===== config.mk =====
export PLATFORM = sky130hd
export DESIGN_NAME = mfb_flag_bank
export DESIGN_NICKNAME = d
export VERILOG_FILES = /design/src/common/mfb_pkg.sv /design/src/verilog/mfb_thresh_cmp.sv /design/src/verilog/mfb_flag_bank.sv
export VERILOG_INCLUDE_DIRS = /design/src /design/src/common
export SDC_FILE = /design/constraint.sdc
export NUM_CORES = 2
export LEC_CHECK = 0
export BUFFER_PORTS_ARGS = -buffer_cell sky130_fd_sc_hd__buf_2
export CAP_MARGIN = 0
export CORE_AREA = 5 5 437 439
export CTS_BUF_LIST = sky130_fd_sc_hd__clkbuf_4
export DETAILED_ROUTE_END_ITERATION = 12
export DIE_AREA = 0 0 442 444
export PLACE_DENSITY_LB_ADDON = 0.08
export SYNTH_ARGS = -nofsm -noshare
export SYNTH_HDL_FRONTEND = slang
export SYNTH_SLANG_ARGS = --single-unit

===== constraint.sdc =====
create_clock -name clk -period 9.1 [get_ports clk]
set_input_delay 1.365 -clock clk [delete_from_list [all_inputs] [get_ports clk]]
set_output_delay 1.365 -clock clk [all_outputs]
set_load 0.005 [all_outputs]

===== src/common/mfb_consts.svh =====
// constants for the latched monitor flag bank
// Behaviour
// byte 6 temperature flags, bits 3-1 reserved
// byte 6 bit 0 set after init/reset
// host read clears the init-done bit
// byte 7 supply flags, bits 3-0 reserved
// byte 8 vendor specific, no flags
// bytes 9-10 receive power, channel pairs
// bytes 11-12 transmit bias, channel pairs
// byte 13 transmit power, channels 1-2
// every flag is sticky after condition clears
// flags zero by default, set on condition
// flag holds until read or reset
// byte 14 transmit power, channels 3-4
// compare value against high and low thresholds
`ifndef MFB_CONSTS_SVH
`define MFB_CONSTS_SVH

// two-wire slave address, arbitrary default
`define MFB_DEV_ADDR       7'h50

// register offsets
`define MFB_OFS_TEMP       8'h06
`define MFB_OFS_SUPPLY     8'h07
`define MFB_OFS_VENDOR     8'h08
`define MFB_OFS_RXP12      8'h09
`define MFB_OFS_RXP34      8'h0A
`define MFB_OFS_BIAS12     8'h0B
`define MFB_OFS_BIAS34     8'h0C
`define MFB_OFS_TXP12      8'h0D
`define MFB_OFS_TXP34      8'h0E
`define MFB_NUM_BYTES      9

// field positions and reset values
`define MFB_BIT_INIT_DONE  0
`define MFB_FLAG_RESET     8'h00
`define MFB_RSVD_TEMP      3'h0
`define MFB_RSVD_SUPPLY    4'h0

// monitor slots
`define MFB_NUM_MON        14
`define MFB_MON_TEMP       0
`define MFB_MON_SUPPLY     1
`define MFB_MON_RXP1       2
`define MFB_MON_BIAS1      6
`define MFB_MON_TXP1       10

// timing
`define MFB_CLK_PERIOD_NS  5
`define MFB_INIT_TIME_NS   1000
`define MFB_INIT_CYCLES    ((`MFB_INIT_TIME_NS + `MFB_CLK_PERIOD_NS - 1) / `MFB_CLK_PERIOD_NS)

`endif


===== src/common/mfb_pkg.sv =====
// types shared by the latched monitor flag bank
package mfb_pkg;

  typedef logic [7:0] mfb_byte_t;

  // one monitored quantity with its four thresholds
  typedef struct packed {
    logic [15:0] value;
    logic [15:0] th_hi_alm;
    logic [15:0] th_lo_alm;
    logic [15:0] th_hi_wrn;
    logic [15:0] th_lo_wrn;
  } mfb_mon_t;

  // flag nibble, most significant first
  typedef struct packed {
    logic hi_alm;
    logic lo_alm;
    logic hi_wrn;
    logic lo_wrn;
  } mfb_nib_t;

  typedef enum logic [2:0] {
    st_idle,
    st_addr,
    st_ack,
    st_wr,
    st_rd,
    st_rack
  } mfb_state_t;

endpackage


===== src/verilog/mfb_thresh_cmp.sv =====
// registered threshold comparator for one monitored value
module mfb_thresh_cmp #(
  parameter bit SIGNED_VAL = 1'b0
) (
  // clock and reset
  input  wire logic           clk,
  input  wire logic           rst_n,
  // monitored value with thresholds
  input  mfb_pkg::mfb_mon_t   mon,
  // condition nibble, one cycle behind
  output mfb_pkg::mfb_nib_t   cond
);
  import mfb_pkg::*;

  // temperature is two's complement, the rest unsigned
  function automatic logic above(input logic [15:0] a, input logic [15:0] b);
    if (SIGNED_VAL)
      above = $signed(a) > $signed(b);
    else
      above = a > b;
  endfunction

  // high flags above high threshold, low flags below low threshold
  wire mfb_nib_t next_cond = '{
    hi_alm: above(mon.value, mon.th_hi_alm),
    lo_alm: above(mon.th_lo_alm, mon.value),
    hi_wrn: above(mon.value, mon.th_hi_wrn),
    lo_wrn: above(mon.th_lo_wrn, mon.value)
  };

  // registered so the flag bank sees a clean level
  always_ff @(posedge clk or negedge rst_n) begin
    if (!rst_n)
      cond <= '0;
    else
      cond <= next_cond;
  end

endmodule


===== src/verilog/mfb_flag_bank.sv =====
// latched monitor flag bank behind a two-wire management slave
`include "mfb_consts.svh"

module mfb_flag_bank (
  // clock and module reset
  input  wire logic                                 clk,
  input  wire logic                                 resetn,
  // monitored values and thresholds
  input  mfb_pkg::mfb_mon_t [`MFB_NUM_MON-1:0]      mon,
  // two-wire management pins
  input  wire logic                                 scl_i,
  input  wire logic                                 sda_i,
  output logic                                      sda_o,
  output logic                                      sda_oe_n
);
  import mfb_pkg::*;

  // reset release through two flops; assertion stays asynchronous
  logic rst_q1;
  logic rst_n;

  always_ff @(posedge clk or negedge resetn) begin
    if (!resetn) begin
      rst_q1 <= 1'b0;
      rst_n  <= 1'b0;
    end else begin
      rst_q1 <= 1'b1;
      rst_n  <= rst_q1;
    end
  end

  // pin synchronisers; q1 feeds only q2
  logic scl_q1;
  logic scl_q2;
  logic scl_q3;
  logic sda_q1;
  logic sda_q2;
  logic sda_q3;

  always_ff @(posedge clk or negedge rst_n) begin
    if (!rst_n) begin
      {scl_q1, scl_q2, scl_q3} <= 3'h7;
      {sda_q1, sda_q2, sda_q3} <= 3'h7;
    end else begin
      {scl_q1, scl_q2, scl_q3} <= {scl_i, scl_q1, scl_q2};
      {sda_q1, sda_q2, sda_q3} <= {sda_i, sda_q1, sda_q2};
    end
  end

  // bus events from the second and third stages
  wire scl_rise  = scl_q2 & ~scl_q3;
  wire scl_fall  = ~scl_q2 & scl_q3;
  wire sda_s     = sda_q2;
  wire bus_start = scl_q2 & scl_q3 & sda_q3 & ~sda_q2;
  wire bus_stop  = scl_q2 & scl_q3 & ~sda_q3 & sda_q2;

  // one comparator per monitored quantity
  mfb_nib_t cond [`MFB_NUM_MON];

  for (genvar g = 0; g < `MFB_NUM_MON; g++) begin : g_cmp
    mfb_thresh_cmp #(
      .SIGNED_VAL (g == `MFB_MON_TEMP)
    ) u_cmp (
      .clk   (clk),
      .rst_n (rst_n),
      .mon   (mon[g]),
      .cond  (cond[g])
    );
  end

  // init-done timer: one set pulse once the reset sequence has run
  logic [7:0] init_cnt;
  logic       init_done;
  wire        init_pulse = !init_done && (init_cnt == 8'(`MFB_INIT_CYCLES - 1));

  always_ff @(posedge clk or negedge rst_n) begin
    if (!rst_n) begin
      init_cnt  <= 8'h00;
      init_done <= 1'b0;
    end else begin
      init_cnt  <= init_done ? init_cnt : init_cnt + 8'h01;
      init_done <= init_done | init_pulse;
    end
  end

  // address decode shared by read data and read clear
  function automatic logic in_bank(input logic [7:0] addr);
    in_bank = (addr >= `MFB_OFS_TEMP) && (addr <= `MFB_OFS_TXP34);
  endfunction

  function automatic logic [3:0] bank_idx(input logic [7:0] addr);
    logic [7:0] d;
    d        = addr - `MFB_OFS_TEMP;
    bank_idx = d[3:0];
  endfunction

  // flag storage and per-byte set and clear terms
  mfb_byte_t flag [`MFB_NUM_BYTES];
  mfb_byte_t set  [`MFB_NUM_BYTES];
  mfb_byte_t clr  [`MFB_NUM_BYTES];

  logic       rd_pulse;
  logic [7:0] ptr;

  // byte map of condition nibbles, lower channel in upper nibble
  assign set[0] = {cond[`MFB_MON_TEMP], `MFB_RSVD_TEMP, init_pulse};
  assign set[1] = {cond[`MFB_MON_SUPPLY], `MFB_RSVD_SUPPLY};
  assign set[2] = `MFB_FLAG_RESET;
  for (genvar b = 3; b < `MFB_NUM_BYTES; b++) begin : g_pair
    assign set[b] = {cond[2*b-4], cond[2*b-3]};
  end

  // a read clears exactly the bits it returned, nothing set later
  for (genvar b = 0; b < `MFB_NUM_BYTES; b++) begin : g_clr
    assign clr[b] = (rd_pulse && in_bank(ptr) && bank_idx(ptr) == 4'(b)) ? flag[b] : `MFB_FLAG_RESET;
  end

  // sticky latch; a set in the clearing cycle wins
  always_ff @(posedge clk or negedge rst_n) begin
    if (!rst_n) begin
      for (int i = 0; i < `MFB_NUM_BYTES; i++)
        flag[i] <= `MFB_FLAG_RESET;
    end else begin
      for (int i = 0; i < `MFB_NUM_BYTES; i++)
        flag[i] <= (flag[i] & ~clr[i]) | set[i];
    end
  end

  // byte returned to the host; unmapped offsets read zero
  wire mfb_byte_t rd_byte = in_bank(ptr) ? flag[bank_idx(ptr)] : `MFB_FLAG_RESET;

  // two-wire slave state
  mfb_state_t state;
  mfb_state_t next_state;
  logic [3:0] cnt;
  logic [3:0] next_cnt;
  logic [7:0] shreg;
  logic [7:0] next_shreg;
  logic [7:0] next_ptr;
  logic       ptr_loaded;
  logic       next_ptr_loaded;
  logic       is_read;
  logic       next_is_read;
  logic       nack;
  logic       next_nack;
  logic       next_drive;
  wire        drive_low = ~sda_oe_n;

  // slave sequencing; data changes only after scl falls
  always_comb begin
    next_state      = state;
    next_cnt        = cnt;
    next_shreg      = shreg;
    next_ptr        = ptr;
    next_ptr_loaded = ptr_loaded;
    next_is_read    = is_read;
    next_nack       = nack;
    next_drive      = drive_low;
    rd_pulse        = 1'b0;
    if (bus_start) begin
      next_state      = st_addr;
      next_cnt        = 4'h0;
      next_drive      = 1'b0;
      next_ptr_loaded = 1'b0;
    end else if (bus_stop) begin
      next_state = st_idle;
      next_drive = 1'b0;
    end else begin
      case (state)
        st_idle: begin
          next_drive = 1'b0;
        end
        st_addr: begin
          if (scl_rise) begin
            next_shreg = {shreg[6:0], sda_s};
            next_cnt   = cnt + 4'h1;
          end else if (scl_fall && cnt == 4'h8) begin
            if (shreg[7:1] == `MFB_DEV_ADDR) begin
              next_is_read = shreg[0];
              next_drive   = 1'b1;
              next_state   = st_ack;
            end else begin
              next_state = st_idle;
            end
          end
        end
        st_ack: begin
          if (scl_fall) begin
            next_cnt = 4'h0;
            if (is_read) begin
              rd_pulse   = 1'b1;
              next_shreg = rd_byte;
              next_ptr   = ptr + 8'h01;
              next_drive = ~rd_byte[7];
              next_state = st_rd;
            end else begin
              next_drive = 1'b0;
              next_state = st_wr;
            end
          end
        end
        st_wr: begin
          if (scl_rise) begin
            next_shreg = {shreg[6:0], sda_s};
            next_cnt   = cnt + 4'h1;
          end else if (scl_fall && cnt == 4'h8) begin
            // first byte moves the pointer; flag bytes ignore data
            if (!ptr_loaded) begin
              next_ptr        = shreg;
              next_ptr_loaded = 1'b1;
            end else begin
              next_ptr = ptr + 8'h01;
            end
            next_drive = 1'b1;
            next_state = st_ack;
          end
        end
        st_rd: begin
          if (scl_rise) begin
            next_cnt = cnt + 4'h1;
          end else if (scl_fall) begin
            if (cnt == 4'h8) begin
              next_drive = 1'b0;
              next_state = st_rack;
            end else begin
              next_drive = ~shreg[3'h7 - cnt[2:0]];
            end
          end
        end
        st_rack: begin
          if (scl_rise) begin
            next_nack = sda_s;
          end else if (scl_fall) begin
            next_cnt = 4'h0;
            if (nack) begin
              next_state = st_idle;
            end else begin
              rd_pulse   = 1'b1;
              next_shreg = rd_byte;
              next_ptr   = ptr + 8'h01;
              next_drive = ~rd_byte[7];
              next_state = st_rd;
            end
          end
        end
        default: begin
          next_state = st_idle;
          next_drive = 1'b0;
        end
      endcase
    end
  end

  // slave registers; pointer survives stops for current-address reads
  always_ff @(posedge clk or negedge rst_n) begin
    if (!rst_n) begin
      state      <= st_idle;
      cnt        <= 4'h0;
      shreg      <= 8'h00;
      ptr        <= 8'h00;
      ptr_loaded <= 1'b0;
      is_read    <= 1'b0;
      nack       <= 1'b0;
      sda_oe_n   <= 1'b1;
      sda_o      <= 1'b0;
    end else begin
      state      <= next_state;
      cnt        <= next_cnt;
      shreg      <= next_shreg;
      ptr        <= next_ptr;
      ptr_loaded <= next_ptr_loaded;
      is_read    <= next_is_read;
      nack       <= next_nack;
      sda_oe_n   <= ~next_drive;
      sda_o      <= 1'b0;
    end
  end

  logic [8*`MFB_NUM_BYTES-1:0] flag_flat;
  logic [8*`MFB_NUM_BYTES-1:0] set_flat;
  logic [8*`MFB_NUM_BYTES-1:0] clr_flat;
  for (genvar b = 0; b < `MFB_NUM_BYTES; b++) begin : g_flat
    assign flag_flat[8*b +: 8] = flag[b];
    assign set_flat[8*b +: 8]  = set[b];
    assign clr_flat[8*b +: 8]  = clr[b];
  end
endmodule


==> results.md <==
- Outcome: finished, final reports clean
- CTS tree: built
- Share of layout cells above drive strength 1: 26.1%
- Largest family of logic cells by synthesized area: adder cells
- CP max FO: 22
- Post-synth cell types: 66
- Worst Max-Slew Pin Slew: 1.06 ns
- Finished Layout Cells: 7229
- Vias per std cell: 4.15
- Final ANT Viol Nets: 0
- Placer Congestion: 0.902
- 1st-pass router iterations: 5
- Period utilization: 36.1%
- Pwr Density: 73.1 mW/mm^2
- Core Area: 0.187 sq mm
- Cell Area, Synth: 0.0288 sq mm
- Hold_buf cts: 0
- Hold Path Class: primary input to async pin
- Nets: 6679
- Horiz. Die Dim: 442 um
- Ports: 1126
- Startpoint type of the worst setup path: flop
- Clock buffer count from CTS: 17
- HPWL Detailed: 146 mm
- Maximum vdd drop: 0.0000586 V
- Synth Register Bits: 172
- Count of input and output buffers: 1124
- Leakage: 20.1 nW
- Post-synth EDFFs: 0
- H-tree Lvls: 4
- Combinational share of power: 49.1%
- Clock Pin Slew Worst Setup and Hold Paths: 0.20 ns
- Max incr delay on CP: 1.03 ns
- Sequential Power Share: 31.9%
- Vias: 30000
- Clk sinks: 172
- Synth Flop Type: dfrtp_1
- Final wirelength: 158 mm
- Crit end category: flop
- Master of the slowest instance on the critical path: dfrtp_1
- Fin. max-slew vios: 0
- Post-cts sizing count: 0
- Synth Area in XOR/XNOR: 0.335%
- Total Power: 2.77 mW
- Synth async-reset ratio: 100%
- Die height: 444 um
- Final setup viols: 0
- Tot GR Track Use: 15.4%
- Initial Utilization: 15.4%
- Worst Path Arrival: 3.99 ns
- DRC: 0
- Clk_skew: 0.0566 ns
- Antenna violations before repair: 151
- Clock power share: 19.0%
- 1st-iter DRT viols: 1351
- Final min period: 3.29 ns
- Largest net degree at the start of global routing: 126
- Root buf cell: clkbuf_4
- Final Hold Slack: 0.338 ns
- Net load switching power: 1.22 mW
- Vias in the first global route: 31800
- Adder-cell share of the synthesized area: 39.3%
- # rows: 159
- Syn Nets: 5549
- Final-report hold violation count: 0
- First-pass GRT wire length: 222 mm
- Fmax: 304 MHz
- Mapped Cells: 3521
- Simple logic cell fraction of the synthesized area: 14.9%
- Post-synthesis sequential area ratio: 15.0%
- Rel. slew slack: 27.7%
- Synthesis Warnings: 0
- GR Overflow Total: 0
- # placed instances: 7127
- P_int: 1.55 mW
- DIE AREA: 0.196 sq mm
- Post-CTS Setup Repair Bufs: 0
- Unrepaired setup endpoints after global routing: no
- Area Growth Syn to Fin: 32.0%
- Clk buf depth: 2
- Worst-Skew Late Latency: 0.81 ns
- Syn Area/Cell: 8.17 sq um
- Worst-path cell chain: ha_1 > nor3b_1 > a21oi_1 > a31oi_1 > nand2_1 > a22oi_1
- Worst path required time: 9.80 ns
- Sw Ratio: 44.1%
- Sum of negative setup slack: 0 ns
- Multiplexer area fraction after synthesis: 1.87%
- CP Class: flop to flop
- Synth Area in Compound Gates: 19.3%
- Wire length per cell: 21.8 um
- Max-Cap Viols: 0
[path summary, 6_finish.rpt]
kind | slack, ns | from | to | cells after the start
max in group asynchronous | 7.39 | rst_n | g_cmp[6].u_cmp.cond[2] | 1
max reg2reg | 5.81 | ptr[1] | sda_oe_n | 6
max | 5.81 | ptr[1] | sda_oe_n | 6
min in group clk | 0.37 | rst_q1 | rst_n | 0
min reg2reg | 0.37 | rst_q1 | rst_n | 0
min | 0.34 | resetn | rst_n | 1
[layer usage]
layer  global-route usage (%)  part of all wire (%)  vias up  wire length [um]
met1                     18.3                    42    13800             66800
met3                     3.21                   4.4      250              6910
met4                     2.39                   1.8       44              2800
met5                        0                  0.20        -               310
li1                         -                     -    15100                 -
met2                     28.8                    51      786             81100
[through the flow]
stage,utilization (%),worst slack (ns),instance area [sq um]
after detailed placement,20.1,5.79,37500
after global placement,20.1,5.73,37500
after CTS,20.2,5.77,37800
after floorplan,-,3.96,28800
final,20.3,5.81,38000
after global routing,20.3,5.45,37900
[power groups by stage]
stage / combinational, mW / sequential [mW] / clock, mW
floorplan: 0.742 / 0.855 / 0
global placement: 1.40 / 0.911 / 0
detailed placement: 1.38 / 0.907 / 0
CTS: 1.39 / 0.894 / 0.593
global route: 1.57 / 0.897 / 0.611
finish: 1.36 / 0.885 / 0.528
[cell families (layout without fill, tap and decap cells)]
family / Yosys count / in the layout
DFF: 172 / 172
adders and majority gates: 904 / 904
other: 2 / 72
xor gates and xnor gates: 11 / 11
muxes: 31 / 31
buffers and inverters: 702 / 1845
AOI/OAI and AO/OA: 919 / 919
and+or+nand+nor: 780 / 780
[final cells by class]
type,instances,area (sq um)
multi-input combinational,2647,21800
sequential,172,4320
clock inverter,15,174
inverter,684,2570
tap,2495,3120
fill,21300,149000
antenna,70,175
clock buffer,17,128
timing repair buffer,1129,5680
[state kept, by name (all words and copies together) (netlist names), 3 cells and up]
signal            count
init_cnt              8
shreg                 8
flag                 72
cnt                   4
ptr                   8
g_cmp.u_cmp.cond     56
state                 3
[Yosys cell counts, types with 16 or more instances]
cell type,instances,area [sq um]
o21a_1,84,631
nor2_1,128,480
or4_1,41,308
a21oi_1,368,1840
nor3_1,20,100
a211oi_1,37,278
or3_1,24,150
o211ai_1,19,143
inv_1,684,2570
dfrtp_1,165,4130
nand2b_1,41,257
nor4_1,31,194
o311ai_0,30,263
a21o_2,16,140
mux4_2,18,405
and2_1,17,106
a21o_1,64,480
nor2b_1,71,444
nand4_1,201,1260
ha_1,904,11300
o21ai_0,224,1120
nand3_1,17,85.1
nand2_1,148,556
[worst max-delay path: cells and delay by family (launching register included)]
kind,cells,cell delay [ns]
AO/OA/AOI/OAI,3,0.57
adder cells (fa/ha/maj),1,0.66
flip-flops,1,1.03
AND/OR/NAND/NOR,2,0.95
[cell usage in the layout (no fill, tap or decap), types with 18 or more instances in the layout]
master	n
a211oi_1	37
a21o_1	64
a21oi_1	368
buf_2	1124
dfrtp_1	164
diode_2	70
ha_1	904
inv_1	684
mux4_2	18
nand2_1	148
nand2b_1	41
nand4_1	201
nor2_1	128
nor2b_1	71
nor3_1	20
nor4_1	31
o211ai_1	19
o21a_1	84
o21ai_0	224
o311ai_0	30
or3_1	24
or4_1	41
Power figures use the tool's default switching activity.
